[config.mk]
export PLATFORM = sky130hd
export DESIGN_NAME = legacy_cmd_interp
export DESIGN_NICKNAME = d
export VERILOG_FILES = /design/src/core/legacy_cmd_pkg.sv /design/src/core/legacy_cmd_interp.sv
export VERILOG_INCLUDE_DIRS = /design/src /design/src/core
export SDC_FILE = /design/constraint.sdc
export NUM_CORES = 1
export LEC_CHECK = 0
export BUFFER_PORTS_ARGS = -buffer_cell sky130_fd_sc_hd__buf_2
export CAP_MARGIN = 10
export CELL_PAD_IN_SITES_DETAIL_PLACEMENT = 2
export CELL_PAD_IN_SITES_GLOBAL_PLACEMENT = 2
export CORE_MARGIN = 1
export CORE_UTILIZATION = 37
export DETAILED_ROUTE_END_ITERATION = 10
export GPL_TIMING_DRIVEN = 0
export PLACE_DENSITY_LB_ADDON = 0.08
export REMOVE_ABC_BUFFERS = 1
export SYNTH_ARGS = -nofsm -noshare
export SYNTH_HDL_FRONTEND = slang
export SYNTH_SLANG_ARGS = --single-unit
[constraint.sdc]
create_clock -name clk_sys_i -period 7.6 [get_ports clk_sys_i]
set_input_delay 0.76 -clock clk_sys_i [delete_from_list [all_inputs] [get_ports clk_sys_i]]
set_output_delay 0.76 -clock clk_sys_i [all_outputs]
set_load 0.005 [all_outputs]
[src/core/legacy_cmd_params.svh]
// constants of the legacy command interpreter: offsets, codes, resets
// assumes inclusion by bare name from the package and the top module
`ifndef LEGACY_CMD_PARAMS_SVH
`define LEGACY_CMD_PARAMS_SVH

// ----------------------------------------------------------------
// widths
// ----------------------------------------------------------------
`define VAL_W 16
`define STAT_W 8
`define ADDR_LSB_W 8

// ----------------------------------------------------------------
// register byte offsets
// ----------------------------------------------------------------
`define OFS_CMD 8'h00
`define OFS_RESP 8'h04
`define OFS_STATE 8'h08

// ----------------------------------------------------------------
// command word fields
// ----------------------------------------------------------------
`define CMD_OP_LSB 0
`define CMD_ARG_LSB 16

// ----------------------------------------------------------------
// error codes
// ----------------------------------------------------------------
`define ERR_NONE 8'h00
`define ERR_UNKNOWN 8'h01
`define ERR_LIMIT 8'h04
`define ERR_UNREAD 8'h08
`define ERR_BAD_ARG 8'h10
`define ERR_NOT_SUPPORTED 8'hCB

// ----------------------------------------------------------------
// argument codes and fixed answers
// ----------------------------------------------------------------
`define ARG_OFF 16'h0000
`define ARG_ON 16'h0001
`define CUTOFF_CV 16'h0001
`define CUTOFF_CC 16'h0002
`define DEFER_REPORT 16'h0001

// ----------------------------------------------------------------
// power-on values
// ----------------------------------------------------------------
`define RST_VOLTAGE_SETPOINT_CMD 16'h0000
`define RST_CURRENT_SETPOINT_CMD 16'h0000
`define RST_CURRENT_SOFT_LIMIT 16'hFFFF
`define RST_MASK 8'h00

`endif

[src/core/legacy_cmd_pkg.sv]
// types of the legacy command interpreter: command codes and state
// assumes the constants header is on the include path
`include "legacy_cmd_params.svh"

package legacy_cmd_pkg;

  // ----------------------------------------------------------------
  // command codes, low byte of the command word
  // ----------------------------------------------------------------
  typedef enum logic [7:0] {
    CMD_ACC_STATUS_Q = 8'h01,
    CMD_RETURN_DEFAULT = 8'h02,
    CMD_DELAY_SET = 8'h03,
    CMD_DELAY_Q = 8'h04,
    CMD_ERROR_Q = 8'h05,
    CMD_FAULT_Q = 8'h06,
    CMD_CUTOFF = 8'h07,
    CMD_CUTOFF_Q = 8'h08,
    CMD_DEFER = 8'h09,
    CMD_DEFER_Q = 8'h0A,
    CMD_MODEL_Q = 8'h0B,
    CMD_SOFT_LIMIT = 8'h0C,
    CMD_SOFT_LIMIT_Q = 8'h0D,
    CMD_MEAS_CURR_Q = 8'h0E,
    CMD_CURR_SET = 8'h0F,
    CMD_CURR_Q = 8'h10,
    CMD_OUTPUT = 8'h11,
    CMD_OUTPUT_Q = 8'h12,
    CMD_VOLT_SET = 8'h13,
    CMD_VOLT_Q = 8'h14,
    CMD_MASK_SET = 8'h15,
    CMD_MASK_Q = 8'h16,
    CMD_APPLY = 8'h17
  } cmd_op_t;

  // ----------------------------------------------------------------
  // whole state of the interpreter
  // ----------------------------------------------------------------
  typedef struct packed {
    logic [`STAT_W-1:0] stat_s1;
    logic [`STAT_W-1:0] stat_s2;
    logic [`VAL_W-1:0] meas_s1;
    logic [`VAL_W-1:0] meas_s2;
    logic out_on;
    logic hold;
    logic ocp_en;
    logic [`STAT_W-1:0] mask;
    logic [`VAL_W-1:0] voltage_setpoint_cmd;
    logic [`VAL_W-1:0] current_setpoint_cmd;
    logic [`VAL_W-1:0] current_soft_limit;
    logic [`VAL_W-1:0] p_voltage_setpoint_cmd;
    logic [`VAL_W-1:0] p_current_setpoint_cmd;
    logic p_ocp;
    logic [`STAT_W-1:0] p_mask;
    logic [3:0] p_flags;
    logic [`STAT_W-1:0] acc;
    logic [`STAT_W-1:0] fault;
    logic [7:0] err;
    logic [`VAL_W-1:0] resp;
    logic [7:0] resp_tag;
    logic resp_valid;
    logic wr_pend;
    logic [31:0] hrdata;
  } state_t;

endpackage : legacy_cmd_pkg
[src/core/legacy_cmd_interp.sv]
// top of the legacy command interpreter: AHB-Lite slave, dispatcher,
// settings, status, fault and error registers
// assumes one 100 MHz clock, a single AHB-Lite master, and a supply
// front end that takes the setpoints and returns status and current
`timescale 1ns/100ps
`include "legacy_cmd_params.svh"
`default_nettype none

// Overview of operation
// - every legacy command code is decoded; the two delay codes only raise error 203
// - accumulated status query returns bitwise OR of status, then reloads present status
// - return-default command restores all settings to power-on values
// - error query returns present error code and clears the error register
// - fault bit sets when status bit and mask bit are both set
// - fault query returns eight-bit value, then reloads present masked status
// - cutoff code 2 sets protection; code 1 raises error 203
// - cutoff query always answers constant-current code 2
// - while deferring, voltage, current, cutoff and mask wait for apply
// - defer query always answers 1
// - model query returns the model identification value
// - current above the soft limit raises an error, value not applied
// - measured current, current setpoint and soft limit are queryable
// - current command loads setpoint, subject to limit and deferral
// - output command: 1 switches output on, 0 switches it off
// - output query answers 1 or 0; off indicator follows output off
// - a query while the previous answer is unread raises an error
// - apply command loads every value held by deferral
module legacy_cmd_interp #(
  parameter logic [`VAL_W-1:0] MODEL_ID = 16'h0A5A // arbitrary value
) (
  // clock and reset
  input wire logic clk_sys_i,
  input wire logic rst_n_i,
  // ahb-lite slave
  input wire logic hsel_i,
  input wire logic [31:0] haddr_i,
  input wire logic [1:0] htrans_i,
  input wire logic hwrite_i,
  input wire logic [2:0] hsize_i,
  input wire logic [31:0] hwdata_i,
  input wire logic hready_i,
  output logic [31:0] hrdata_o,
  output logic hreadyout_o,
  output logic hresp_o,
  // supply front end
  input wire logic [`STAT_W-1:0] status_i,
  input wire logic [`VAL_W-1:0] meas_curr_i,
  output logic output_on_o,
  output logic off_indicator_o,
  output logic ocp_en_o,
  output logic [`VAL_W-1:0] volt_set_o,
  output logic [`VAL_W-1:0] curr_set_o
);

  // ----------------------------------------------------------------
  // reset release
  // ----------------------------------------------------------------
  logic [1:0] rst_sync_q;
  logic rst_n;

  // assert at once, release after two edges so all flops leave together
  always_ff @(posedge clk_sys_i or negedge rst_n_i) begin
    if (!rst_n_i) begin
      rst_sync_q <= 2'h0;
    end else begin
      rst_sync_q <= {rst_sync_q[0], 1'b1};
    end
  end
  assign rst_n = rst_sync_q[1];

  // ----------------------------------------------------------------
  // helpers
  // ----------------------------------------------------------------
  // command codes that produce an answer in the response register
  function automatic logic is_query(input logic [7:0] op);
    case (op)
      legacy_cmd_pkg::CMD_ACC_STATUS_Q,
      legacy_cmd_pkg::CMD_ERROR_Q,
      legacy_cmd_pkg::CMD_FAULT_Q,
      legacy_cmd_pkg::CMD_CUTOFF_Q,
      legacy_cmd_pkg::CMD_DEFER_Q,
      legacy_cmd_pkg::CMD_MODEL_Q,
      legacy_cmd_pkg::CMD_SOFT_LIMIT_Q,
      legacy_cmd_pkg::CMD_MEAS_CURR_Q,
      legacy_cmd_pkg::CMD_CURR_Q,
      legacy_cmd_pkg::CMD_OUTPUT_Q,
      legacy_cmd_pkg::CMD_VOLT_Q,
      legacy_cmd_pkg::CMD_MASK_Q: is_query = 1'b1;
      default: is_query = 1'b0;
    endcase
  endfunction

  // settings at power-on, shared by reset and the return-default command
  function automatic legacy_cmd_pkg::state_t set_default(
    input legacy_cmd_pkg::state_t s
  );
    legacy_cmd_pkg::state_t r;
    r = s;
    r.out_on = 1'b0;
    r.hold = 1'b0;
    r.ocp_en = 1'b0;
    r.mask = `RST_MASK;
    r.voltage_setpoint_cmd = `RST_VOLTAGE_SETPOINT_CMD;
    r.current_setpoint_cmd = `RST_CURRENT_SETPOINT_CMD;
    r.current_soft_limit = `RST_CURRENT_SOFT_LIMIT;
    r.p_voltage_setpoint_cmd = `RST_VOLTAGE_SETPOINT_CMD;
    r.p_current_setpoint_cmd = `RST_CURRENT_SETPOINT_CMD;
    r.p_ocp = 1'b0;
    r.p_mask = `RST_MASK;
    r.p_flags = 4'h0;
    return r;
  endfunction

  // ----------------------------------------------------------------
  // state
  // ----------------------------------------------------------------
  legacy_cmd_pkg::state_t q, n;
  logic take;
  logic q_go;
  logic [`VAL_W-1:0] q_val;
  logic [7:0] op;
  logic [`VAL_W-1:0] arg;
  logic [`ADDR_LSB_W-1:0] aofs;

  // next-state logic: bus, synchronisers, status and command dispatch
  always_comb begin
    n = q;
    q_go = 1'b0;
    q_val = '0;
    op = hwdata_i[`CMD_OP_LSB +: 8];
    arg = hwdata_i[`CMD_ARG_LSB +: `VAL_W];
    aofs = haddr_i[`ADDR_LSB_W-1:0];
    take = hsel_i & htrans_i[1] & hready_i;

    // pins from the analog side pass two flops first; the current word
    // may tear on a change, so a query can see one mixed sample
    n.stat_s1 = status_i;
    n.stat_s2 = q.stat_s1;
    n.meas_s1 = meas_curr_i;
    n.meas_s2 = q.meas_s1;

    // sticky accumulation; new events are added before any clear below
    n.acc = q.acc | q.stat_s2;
    n.fault = q.fault | (q.stat_s2 & q.mask);

    // address phase: note a command write, prepare read data
    n.wr_pend = take & hwrite_i & (aofs == `OFS_CMD);
    if (take && !hwrite_i) begin
      case (aofs)
        `OFS_RESP: begin
          n.hrdata = {q.resp_valid, 7'h00, q.resp_tag, q.resp};
          n.resp_valid = 1'b0; // reading the answer frees the slot
        end
        `OFS_STATE: begin
          n.hrdata = {q.err, 16'h0000, q.p_flags, q.ocp_en, q.hold,
                      q.resp_valid, q.out_on};
        end
        default: n.hrdata = 32'h0000_0000; // command and unmapped
      endcase
    end

    // data phase of a command write: decode and dispatch
    if (q.wr_pend) begin
      if (is_query(op) && q.resp_valid) begin
        n.err = `ERR_UNREAD;
      end else begin
        case (op)
          legacy_cmd_pkg::CMD_ACC_STATUS_Q: begin
            q_go = 1'b1;
            q_val = {8'h00, q.acc};
            n.acc = q.stat_s2;
          end
          legacy_cmd_pkg::CMD_RETURN_DEFAULT: begin
            n = set_default(n);
          end
          legacy_cmd_pkg::CMD_DELAY_SET,
          legacy_cmd_pkg::CMD_DELAY_Q: begin
            n.err = `ERR_NOT_SUPPORTED;
          end
          legacy_cmd_pkg::CMD_ERROR_Q: begin
            q_go = 1'b1;
            q_val = {8'h00, q.err};
            n.err = `ERR_NONE;
          end
          legacy_cmd_pkg::CMD_FAULT_Q: begin
            q_go = 1'b1;
            q_val = {8'h00, q.fault};
            n.fault = q.stat_s2 & q.mask;
          end
          legacy_cmd_pkg::CMD_CUTOFF: begin
            if (arg == `CUTOFF_CV) begin
              n.err = `ERR_NOT_SUPPORTED;
            end else if (arg != `CUTOFF_CC && arg != `ARG_OFF) begin
              n.err = `ERR_BAD_ARG;
            end else if (q.hold) begin
              n.p_ocp = (arg == `CUTOFF_CC);
              n.p_flags[2] = 1'b1;
            end else begin
              n.ocp_en = (arg == `CUTOFF_CC);
            end
          end
          legacy_cmd_pkg::CMD_CUTOFF_Q: begin
            q_go = 1'b1;
            q_val = `CUTOFF_CC;
          end
          legacy_cmd_pkg::CMD_DEFER: begin
            if (arg == `ARG_ON || arg == `ARG_OFF) begin
              n.hold = arg[0];
            end else begin
              n.err = `ERR_BAD_ARG;
            end
          end
          legacy_cmd_pkg::CMD_DEFER_Q: begin
            q_go = 1'b1;
            q_val = `DEFER_REPORT;
          end
          legacy_cmd_pkg::CMD_MODEL_Q: begin
            q_go = 1'b1;
            q_val = MODEL_ID;
          end
          legacy_cmd_pkg::CMD_SOFT_LIMIT: begin
            n.current_soft_limit = arg;
          end
          legacy_cmd_pkg::CMD_SOFT_LIMIT_Q: begin
            q_go = 1'b1;
            q_val = q.current_soft_limit;
          end
          legacy_cmd_pkg::CMD_MEAS_CURR_Q: begin
            q_go = 1'b1;
            q_val = q.meas_s2;
          end
          legacy_cmd_pkg::CMD_CURR_SET: begin
            // limit checked now only, so a held value is not checked again at apply
            if (arg > q.current_soft_limit) begin
              n.err = `ERR_LIMIT;
            end else if (q.hold) begin
              n.p_current_setpoint_cmd = arg;
              n.p_flags[1] = 1'b1;
            end else begin
              n.current_setpoint_cmd = arg;
            end
          end
          legacy_cmd_pkg::CMD_CURR_Q: begin
            q_go = 1'b1;
            q_val = q.current_setpoint_cmd;
          end
          legacy_cmd_pkg::CMD_OUTPUT: begin
            if (arg == `ARG_ON || arg == `ARG_OFF) begin
              n.out_on = arg[0];
            end else begin
              n.err = `ERR_BAD_ARG;
            end
          end
          legacy_cmd_pkg::CMD_OUTPUT_Q: begin
            q_go = 1'b1;
            q_val = {15'h0000, q.out_on};
          end
          legacy_cmd_pkg::CMD_VOLT_SET: begin
            if (q.hold) begin
              n.p_voltage_setpoint_cmd = arg;
              n.p_flags[0] = 1'b1;
            end else begin
              n.voltage_setpoint_cmd = arg;
            end
          end
          legacy_cmd_pkg::CMD_VOLT_Q: begin
            q_go = 1'b1;
            q_val = q.voltage_setpoint_cmd;
          end
          legacy_cmd_pkg::CMD_MASK_SET: begin
            if (q.hold) begin
              n.p_mask = arg[`STAT_W-1:0];
              n.p_flags[3] = 1'b1;
            end else begin
              n.mask = arg[`STAT_W-1:0];
            end
          end
          legacy_cmd_pkg::CMD_MASK_Q: begin
            q_go = 1'b1;
            q_val = {8'h00, q.mask};
          end
          legacy_cmd_pkg::CMD_APPLY: begin
            if (q.p_flags[0]) n.voltage_setpoint_cmd = q.p_voltage_setpoint_cmd;
            if (q.p_flags[1]) n.current_setpoint_cmd = q.p_current_setpoint_cmd;
            if (q.p_flags[2]) n.ocp_en = q.p_ocp;
            if (q.p_flags[3]) n.mask = q.p_mask;
            n.p_flags = 4'h0;
          end
          // codes outside the legacy set are rejected with the unknown-code error
          default: n.err = `ERR_UNKNOWN;
        endcase
      end
    end

    // one answer slot; a new answer wins over a read in the same cycle
    if (q_go) begin
      n.resp = q_val;
      n.resp_tag = op;
      n.resp_valid = 1'b1;
    end
  end

  // state register
  always_ff @(posedge clk_sys_i or negedge rst_n) begin
    if (!rst_n) begin
      q <= set_default('0);
    end else begin
      q <= n;
    end
  end

  // ----------------------------------------------------------------
  // outputs
  // ----------------------------------------------------------------
  // zero wait states and only OKAY answers; hsize is not checked since
  // the master only issues whole words
  assign hreadyout_o = 1'b1;
  assign hresp_o = 1'b0;
  assign hrdata_o = q.hrdata;
  assign output_on_o = q.out_on;
  assign off_indicator_o = ~q.out_on;
  assign ocp_en_o = q.ocp_en;
  assign volt_set_o = q.voltage_setpoint_cmd;
  assign curr_set_o = q.current_setpoint_cmd;

endmodule // legacy_cmd_interp

`default_nettype wire

; ---- Word level (Yosys, flattened, before mapping)
; Memories as Yosys holds them, arrays and structs flattened.
; Index checks and enable logic that the tools add are counted.
[word_totals]
out_inout_bits = 69
regBits = 236
latchBits = 0
mem_count = 1
mem_bits_rw = 0
mem_bits_ro = 32
inputBits = 98
[mem_list]
columns = memory, words, word_bits, rd, rd_clocked_by_memory_dff, wr, line_no
row1 = (no name shown), 32, 1, 1, 0, 0, legacy_cmd_interp.sv:76  ; case (op)
[classes]
order_cmp = 1
div_mod_pow = 0
muxes = 59
n_reduce_logical = 45
shift = 0
bitwise = 9
n_eq_ne = 49
addsub = 0
n_mul = 0
[ops]
columns = cell, n
row1 = $pmux W16 S12, 1
row2 = $mux W16, 9
row3 = $pmux W16 S2, 3
row4 = $pmux W16 S3, 2
row5 = $mux W82, 1
row6 = $eq A8 B4 Y1 const B, 9
row7 = $mux W8, 9
row8 = $eq A8 B5 Y1 const B, 8
row9 = $pmux W32 S2, 1
row10 = $pmux W8 S6, 1
row11 = $eq A8 B3 Y1 const B, 5
row12 = $ne A2 B2 Y1 const B, 17
row13 = $mux W32, 1
row14 = $mux W25, 1
row15 = $reduce_and A5 Y1, 5
row16 = $pmux W8 S3, 1
row17 = $reduce_and A4 Y1, 6
row18 = $reduce_bool A2 Y1, 11
row19 = $mux W1, 19
row20 = $reduce_and A6 Y1, 3
row21 = $eq A16 B1 Y1 const B, 1
row22 = $eq A16 B2 Y1 const B, 1
row23 = $eq A8 B2 Y1 const B, 2
row24 = $gt A16 B16 Y1, 1
row25 = 26 further kinds, 45

; ---- Longest topological paths before layout
; Gate-level depths: netlist (run 1).
[depth]
ltp_word = 8
depth_mapped = 11
ltp_nobuf = 8

; ---- Worst setup path before layout (run 1)
; OpenSTA, ideal clock, no wires.
[synth_timing]
path_type = in2reg
from = input hwdata_i[4]
to = register q, in the netlist volt_set_o[0]
arrival_time_ns = 2.919
cell_stages = 8
path_buffers = 2
setup_slack_ns = 4.555
setup_time_ns = 0.125
t_required_ns = 7.475
cell_sequence = or4_1 > buf_2 > or3_4 > nand2_4 > nor2_2 > nor4_4 > buf_6 > mux2_4
[synth_via]
elab_chain_len = 6
elab_cells_between_ends = 13
[synth_rtl]
columns = element, line_no
row1 = "start, declared", legacy_cmd_interp.sv:40  ; input wire logic [31:0] hwdata_i,
row2 = $mem_v2 Z32 W1, -
row3 = $mux W1, legacy_cmd_interp.sv:76
row4 = $mux W1, legacy_cmd_interp.sv:163  ; if (q.wr_pend) begin
row5 = $logic_and A1 B1 Y1, legacy_cmd_interp.sv:164  ; if (is_query(op) && q.resp_valid) begin
row6 = $not A1 Y1 (no source line), -
row7 = $reduce_and A5 Y1 (no source line), -
row8 = "end signal, assigned", legacy_cmd_interp.sv:306  ; q <= set_default('0);
row9 = "end signal, assigned", legacy_cmd_interp.sv:308  ; q <= n;
row10 = "end, declared", legacy_cmd_interp.sv:117  ; legacy_cmd_pkg::state_t q, n;
; Several ways; a longest one is shown, not always the timed one. The select of a mux whose other input is x is not followed.
; A chain may end at the register's enable or synchronous reset.

; ---- Final worst setup path (run 1)
[layout_timing]
from = input hwdata_i[1]
to = register q[102] (netlist name)
; Same word-level chain as after synthesis.

==> results.sh, run 1 <==
export IMPL_crit_fanout=17
export IMPL_core_area_mm2=0.0282
export IMPL_initial_utilization=0.381
export IMPL_vias=8029
export IMPL_final_cell_mix="214 x dfrtp_1, 127 x buf_2, 84 x nand2_1, 84 x a22o_1, 54 x inv_1"
export IMPL_synth_warnings=0
export IMPL_criticalPathCategory="in -> reg"
export IMPL_clock_path_buffers=3
export IMPL_yosys_cell_types_count=74
export IMPL_place_ws_ps=2970
export IMPL_routed_wl_um=34400
export IMPL_layout_drive_gt1_share=0.257
export IMPL_drt_wirelength_per_cell_um=24.4
export IMPL_period_share=0.528
export IMPL_setup_slack_ps=3590
export IMPL_ant_nets=0
export IMPL_setup_viol=0
export IMPL_rsz0062_at_grt="false"
export IMPL_cap_violations=0
export IMPL_cp_end_kind="register"
export IMPL_worst_pin_slew_ps=1190
export IMPL_first_iter_violations=482
export IMPL_p_total_w=0.00271
export IMPL_final_common_cell="dfrtp_1"
export IMPL_first_global_vias=8739
export IMPL_power_density_mw_per_mm2=219
export IMPL_firstDrtPassIters=5
export IMPL_synthDominantCellAreaShare=0.501
export IMPL_final_hold_violation_count=0
export IMPL_cts_tree="done"
export IMPL_port_buffers=127
export IMPL_clock_skew_ps=16.6
export IMPL_startpoint_type="primary input"
export IMPL_synth_area_top_cells="dfrtp_1 50%, a22o_1 6.9%, buf_4 4.8%, dfstp_2 3.9%, nand2_1 2.9%"
export IMPL_grt_pass1_wl_um=53500
export IMPL_clockRootBuffer="clkbuf_16"
export IMPL_clk_insertion_delay_late_ps=560
export IMPL_async_flop_share=1.00
export IMPL_clock_sinks=231
export IMPL_diodes=0
export IMPL_io_pins=167
export IMPL_numCtsBuffers=27
export IMPL_cts_max_level=1
export IMPL_cellLeakagePower_nw=5.73
export IMPL_yosysTopAreaCell="dfrtp_1"
export IMPL_slew_violations=0
export IMPL_slew_headroom=0.201
export IMPL_dpl_hpwl_um=24100
export IMPL_grt_overflow=0
export IMPL_fin_nets=1130
export IMPL_fin_tns_setup_ps=0
export IMPL_drc=0
export IMPL_fillers=2892
export IMPL_area_growth_syn_to_layout_pct=15.5
export IMPL_holdCritPathClass="in -> reg"
export IMPL_row_count=61
export IMPL_synth_edf_count=0
export IMPL_viasPerCell=5.69
export IMPL_syn_area_per_cell_um2=11.3
export IMPL_grt_start_max_net_pins=68
export IMPL_dieArea_mm2=0.0297
export IMPL_timing_fmax_ghz=0.249
export IMPL_synth_seq_cells=231
export IMPL_antenna_found_initial=0
export IMPL_path_clk_slew_ps=60
export IMPL_synth_cells=954
export IMPL_whs_ps=310
export IMPL_arrival_ps=4460
export IMPL_ys_flop_type="dfrtp_1"
export IMPL_netlist_area_mm2=0.0107
export IMPL_die_y_um=172
export IMPL_vdd_drop_max_v=0.000146
export IMPL_die_w_um=172
export IMPL_crit_required_ps=8050
export IMPL_grt_total_usage=0.240
export IMPL_gp_congestion=0.826
export IMPL_finalWorstPathRequiredPeriod_ps=4010
export IMPL_ys_seq_area_frac=0.540
export IMPL_outcome="completed"
==> cell usage after synthesis, types with 8 or more instances <==
| cell | count |
|---|---|
| buf_2 | 12 |
| dfstp_2 | 16 |
| nor2_1 | 16 |
| mux2i_1 | 19 |
| ha_1 | 20 |
| clkbuf_1 | 43 |
| a22o_1 | 84 |
| a21oi_1 | 23 |
| nand3_1 | 8 |
| mux2_4 | 10 |
| a21boi_0 | 8 |
| o22a_1 | 16 |
| inv_1 | 54 |
| mux2_2 | 25 |
| a31oi_1 | 8 |
| dfrtp_1 | 215 |
| nand2_1 | 84 |
| a221oi_1 | 12 |
| o21ai_0 | 49 |
| nand4_1 | 10 |
| buf_4 | 68 |
| a222oi_1 | 14 |
| a21o_1 | 14 |
| nor4_1 | 13 |
| nor3_1 | 18 |
==> repair_timing <==
item,4_1_cts,5_1_grt
hold buffers,1,0
endpoints found under the hold margin,2,0
buffers inserted,0,0
gates resized for setup,0,0
==> kinds of logic after synthesis <==
logic type,synth area share
xor gates and xnor gates,0.00163
AOI/OAI and AO/OA,0.198
muxes,0.0590
DFF,0.540
other,0.000700
buffers and inverters,0.0888
and+or+nand+nor,0.0878
adders and majority gates,0.0233
==> metal layers <==
metal / wire, µm / share of wire / track usage / vias up
met5: 0 / 0 / 0 / -
met3: 1400 / 0.041 / 0.0261 / 52
met2: 16000 / 0.47 / 0.390 / 208
li1: - / - / - / 3543
met4: 1110 / 0.032 / 0.0766 / 0
met1: 15900 / 0.46 / 0.336 / 4226
==> registers in the layout, summed over array words and instances, names as in the netlist <==
name         cells
q              165
hrdata_o        30
curr_set_o      16
volt_set_o      16
rst_sync_q       2
ocp_en_o         1
output_on_o      1
==> through the flow <==
stage | util | instances | area (µm²)
finish | 0.440 | 1410 | 12400
global route | 0.440 | 1410 | 12400
CTS | 0.440 | 1409 | 12400
detailed placement | 0.407 | 1359 | 11500
global placement | 0.394 | 1336 | 11100
floorplan | - | 831 | 10000
==> final cells by class <==
cell class / instances / area, µm² / area share
well taps: 378 / 473 / 0.0382
inverters: 55 / 206 / 0.0167
clock inverters: 11 / 154 / 0.0124
repair buffers: 152 / 940 / 0.0758
clock buffers: 38 / 767 / 0.0619
multi-input cells: 545 / 4050 / 0.327
flip-flops and latches: 231 / 5800 / 0.468
==> critical path: stages <==
cell      delay (ps)
buf_2            120
inv_1             90
ha_1             550
o41ai_1          140
o311ai_2         600
and2_0           770
and3_1          1080
mux2i_1          320
==> worst paths after layout <==
check / cells after the start / startpoint / to / slack [ps]
max: 8 / hwdata_i[1] / q[102] / 3590
min: 1 / meas_curr_i[15] / q[217] / 310
max reg2reg: 8 / q[142] / q[102] / 4220
min reg2reg: 0 / rst_sync_q[1] / q[231] / 340
max in group asynchronous: 2 / rst_sync_q[1] / q[138] / 6110
min in group asynchronous: 0 / rst_sync_q[1] / q[231] / 340
==> power by group <==
| part | total (W) | internal (W) | switching, W |
|---|---|---|---|
| clock network | 0.00135 | 0.000809 | 0.000539 |
| logic | 0.000111 | 0.0000334 | 0.0000775 |
| registers | 0.00126 | 0.00124 | 0.0000109 |
| total | 0.00271 | 0.00209 | 0.000628 |
Note: power is estimated with default switching activity, not from simulation.
==> run 2: changes to the inputs <==
Clock period 7.6 ns to 3.95 ns, I/O delays scaled along.
==> results.sh, run 2 (same netlist as run 1, synthesis figures left out) <==
export IMPL_outcome="completed"
export IMPL_place_ws_ps=-316
export IMPL_cap_violations=0
export IMPL_numCtsBuffers=27
export IMPL_grt_pass1_wl_um=54200
export IMPL_cp_end_kind="register"
export IMPL_worstHoldEndpoint="q[32]"
export IMPL_holdCritPathClass="in -> reg"
export IMPL_cellLeakagePower_nw=5.83
export IMPL_layout_drive_gt1_share=0.252
export IMPL_cts_tree="done"
export IMPL_dieArea_mm2=0.0297
export IMPL_crit_required_ps=4440
export IMPL_firstDrtPassIters=5
export IMPL_core_area_mm2=0.0282
export IMPL_reg2reg_depth=8
export IMPL_startpoint="hwdata_i[1]"
export IMPL_grt_total_usage=0.243
export IMPL_first_global_vias=8904
export IMPL_area_growth_syn_to_layout_pct=17.7
export IMPL_final_hold_violation_count=0
export IMPL_die_w_um=172
export IMPL_period_share=0.921
export IMPL_drc=0
export IMPL_diodes=0
export IMPL_largest_register="q"
export IMPL_clock_skew_ps=18.1
export IMPL_ant_nets=0
export IMPL_clock_path_buffers=3
export IMPL_initial_utilization=0.381
export IMPL_startpoint_type="primary input"
export IMPL_power_density_mw_per_mm2=415
export IMPL_finalWorstPathRequiredPeriod_ps=3640
export IMPL_post_place_cells=1359
export IMPL_rsz0062_at_grt="false"
export IMPL_regArea_mm2=0.00580
export IMPL_setup_slack_ps=311
export IMPL_clock_sinks=231
export IMPL_fillers=2883
export IMPL_timing_rr_start="q[138]"
export IMPL_arrival_ps=4130
export IMPL_reg2reg_to="curr_set_o[10]"
export IMPL_worst_pin_slew_ps=1180
export IMPL_grt_overflow=0
export IMPL_criticalPathCategory="in -> reg"
export IMPL_multi_input_area_mm2=0.00405
export IMPL_vdd_drop_max_v=0.000280
export IMPL_gp_congestion=0.826
export IMPL_crit_fanout=17
export IMPL_viasPerCell=5.64
export IMPL_dpl_hpwl_um=24100
export IMPL_grt_start_max_net_pins=68
export IMPL_hold_start="haddr_i[3]"
export IMPL_slew_violations=0
export IMPL_io_pins=167
export IMPL_clockRootBuffer="clkbuf_16"
export IMPL_fin_nets=1154
export IMPL_vias=8089
export IMPL_final_common_cell="dfrtp_1"
export IMPL_largest_reg_flops=165
export IMPL_die_y_um=172
export IMPL_final_cell_mix="214 x dfrtp_1, 127 x buf_2, 84 x nand2_1, 84 x a22o_1, 54 x inv_1"
export IMPL_row_count=61
export IMPL_fin_tns_setup_ps=0
export IMPL_hold_path_depth=2
export IMPL_clk_insertion_delay_late_ps=560
export IMPL_reg2reg_slack_ps=620
export IMPL_port_buffers=127
export IMPL_drt_wirelength_per_cell_um=24.3
export IMPL_timing_fmax_ghz=0.275
export IMPL_antenna_found_initial=0
export IMPL_first_iter_violations=485
export IMPL_path_clk_slew_ps=60
export IMPL_setup_viol=0
export IMPL_slew_headroom=0.212
export IMPL_final_cells=1434
export IMPL_final_core_util=0.449
export IMPL_routed_wl_um=34900
export IMPL_cts_max_level=1
[run 2: worst max path at each step]
stage / to / slack (ps)
detailed placement: q[102] / -320
floorplan: curr_set_o[0] / -2940
global placement: hrdata_o[10] / -6050
finish: q[128] / 310
CTS: q[102] / 230
global route: q[130] / 8
[run 2: worst max-delay path, cell delays in order]
cell and delay [ps]:
buf_2 120, inv_1 90, ha_1 550, o41ai_1 140
o311ai_2 600, buf_4 280, nand4_1 760, nand2_1 900
o22a_1 260
[run 2: per-stage QoR]
step / hold slack (ps) / cell area (µm²) / total power (W)
finish: 78.3 / 12600 / 0.00525
global route: 69.9 / 12600 / 0.00541
CTS: 59.0 / 12600 / 0.00532
detailed placement: 184 / 11500 / 0.00267
global placement: 181 / 11100 / 0.00265
floorplan: 99.4 / 10000 / 0.00254
[run 2: power breakdown]
part | internal [W] | total [W] | switching (W)
combinational | 0.0000798 | 0.000233 | 0.000153
clock | 0.00156 | 0.00260 | 0.00104
sequential | 0.00239 | 0.00242 | 0.0000207
[run 2: what timing repair did]
item	CTS	global route
resized for setup	0	1
hold buffers	25	0
setup endpoints to repair	0	1
hold endpoints to repair	26	0
buffers inserted	0	0
[run 2: per-layer routing]
layer	part of all wire	up-vias	track usage
met1	0.46	4236	0.338
met2	0.47	206	0.398
li1	-	3597	-
met3	0.039	50	0.0261
met5	0	-	0
met4	0.032	0	0.0766
[run 2: area by class of cell]
type	count	area share
inverter	55	0.0163
clock inverter	11	0.0122
sequential	231	0.459
multi-input combinational	545	0.321
timing repair buffer	176	0.0934
tap	378	0.0374
clock buffer	38	0.0607
==> run 3: changes to the inputs <==
Settings changed: CELL_PAD_IN_SITES_DETAIL_PLACEMENT 2 to unset, CELL_PAD_IN_SITES_GLOBAL_PLACEMENT 2 to unset, CORE_UTILIZATION 37 to 57.
Clock period 3.95 ns to 4.1 ns, I/O delays scaled along.
==> results.sh, run 3 (same netlist as run 1, synthesis figures left out) <==
export IMPL_ant_nets=0
export IMPL_clk_insertion_delay_late_ps=520
export IMPL_startpoint_type="primary input"
export IMPL_crit_required_ps=4530
export IMPL_drt_wirelength_per_cell_um=21.9
export IMPL_cts_resized_gates=0
export IMPL_reg2reg_to="q[106]"
export IMPL_clockRootBuffer="clkbuf_16"
export IMPL_die_w_um=139
export IMPL_antenna_found_initial=0
export IMPL_row_count=49
export IMPL_grt_pass1_wl_um=44200
export IMPL_fin_nets=1146
export IMPL_vdd_drop_max_v=0.000380
export IMPL_die_y_um=139
export IMPL_startpoint="hwdata_i[1]"
export IMPL_clock_sinks=231
export IMPL_cts_setup_buffers=0
export IMPL_firstDrtPassIters=9
export IMPL_reg2reg_slack_ps=800
export IMPL_numCtsBuffers=24
export IMPL_crit_end="q[106]"
export IMPL_timing_rr_start="q[142]"
export IMPL_period_share=0.963
export IMPL_design_area_mm2=0.0123
export IMPL_final_hold_violation_count=0
export IMPL_power_density_mw_per_mm2=383
export IMPL_vias=7980
export IMPL_final_cell_mix="214 x dfrtp_1, 128 x buf_2, 84 x nand2_1, 84 x a22o_1, 54 x inv_1"
export IMPL_largest_reg_flops=165
export IMPL_outcome="complete, but fails checks"
export IMPL_post_dp_cell_area_mm2=0.0112
export IMPL_final_core_util=0.674
export IMPL_cts_max_level=1
export IMPL_grt_overflow=0
export IMPL_initial_utilization=0.590
export IMPL_rsz0062_at_grt="false"
export IMPL_diodes=0
export IMPL_fin_tns_setup_ps=0
export IMPL_port_buffers=127
export IMPL_area_growth_syn_to_layout_pct=14.3
export IMPL_first_global_vias=7780
export IMPL_viasPerCell=6.27
export IMPL_cap_violations=0
export IMPL_place_ws_ps=-417
export IMPL_drc=9
export IMPL_clock_path_buffers=3
export IMPL_setup_slack_ps=154
export IMPL_io_pins=167
export IMPL_crit_fanout=17
export IMPL_worst_pin_slew_ps=1250
export IMPL_slew_headroom=0.170
export IMPL_finalWorstPathRequiredPeriod_ps=3950
export IMPL_grt_start_max_net_pins=71
export IMPL_slew_violations=0
export IMPL_path_clk_slew_ps=60
export IMPL_grt_total_usage=0.295
export IMPL_routed_wl_um=27900
export IMPL_criticalPathCategory="in -> reg"
export IMPL_dieArea_mm2=0.0194
export IMPL_reg2reg_depth=8
export IMPL_cellLeakagePower_nw=5.74
export IMPL_violations="DRC"
export IMPL_arrival_ps=4370
export IMPL_timing_fmax_ghz=0.253
export IMPL_clock_skew_ps=17.0
export IMPL_core_area_mm2=0.0182
export IMPL_layout_drive_gt1_share=0.243
export IMPL_first_iter_violations=699
export IMPL_gp_congestion=0.943
export IMPL_setup_viol=0
export IMPL_cts_tree="done"
export IMPL_holdCritPathClass="in -> reg"
export IMPL_dpl_hpwl_um=19000
export IMPL_cp_end_kind="register"
export IMPL_largest_register="q"
export IMPL_final_common_cell="dfrtp_1"
[run 3: changes by cell type in the layout (fill, tap and decap cells not counted), moves of 2 or more]
| cell | previous run | this run |
|---|---|---|
| buf_6 | 9 | 5 |
| clkbuf_8 | 5 | 7 |
| clkbuf_16 | 27 | 25 |
| bufinv_16 | 3 | 1 |
| clkinv_2 | 5 | 3 |
| buf_4 | 8 | 6 |
[run 3: power breakdown]
part | switching, W | leakage, nW | internal [W]
combinational | 0.000141 | 2.37 | 0.0000760
clock | 0.000867 | 0.390 | 0.00129
sequential | 0.0000163 | 2.99 | 0.00231
[run 3: stage by stage]
step,cells,power (W),hold slack [ps]
after global placement,1187,0.00255,195
final,1272,0.00470,103
after floorplan,831,0.00245,114
after global routing,1272,0.00485,100
after detailed placement,1205,0.00256,197
after CTS,1271,0.00474,91.2
[run 3: what timing repair did]
item                                    in CTS  in global routing
hold endpoints to repair                    26                  0
hold buffers                                25                  0
endpoints found under the setup margin       0                  0
[run 3: how the worst min path moves through the flow]
stage | cells after the start | startpoint | endpoint
floorplan | 0 | rst_n_i | rst_sync_q[0]
global placement | 1 | rst_n_i | rst_sync_q[1]
detailed placement | 1 | rst_n_i | rst_sync_q[0]
CTS | 2 | haddr_i[3] | q[32]
global route | 2 | haddr_i[3] | q[32]
finish | 2 | haddr_i[3] | q[32]
[run 3: layer usage]
metal	up-vias	track usage	part of all wire
met3	48	0.0475	0.077
met2	330	0.459	0.46
li1	3589	-	-
met1	4013	0.429	0.44
met5	-	0	0
met4	0	0.0883	0.024
[run 3: layout make-up]
class                           instances  area (µm²)
Clock buffer                           37         741
Clock inverter                          4        45.0
Fill cell                            1415        5940
Inverter                               55         206
Multi-Input combinational cell        545        4050
Sequential cell                       231        5800
Tap cell                              229         287
Timing Repair Buffer                  171        1130
[run 3: critical path, stage by stage]
cell,delay (ps)
buf_2,120
inv_1,90
ha_1,530
o41ai_1,140
o311ai_2,910
and2_0,750
and3_1,1110
mux2i_1,280
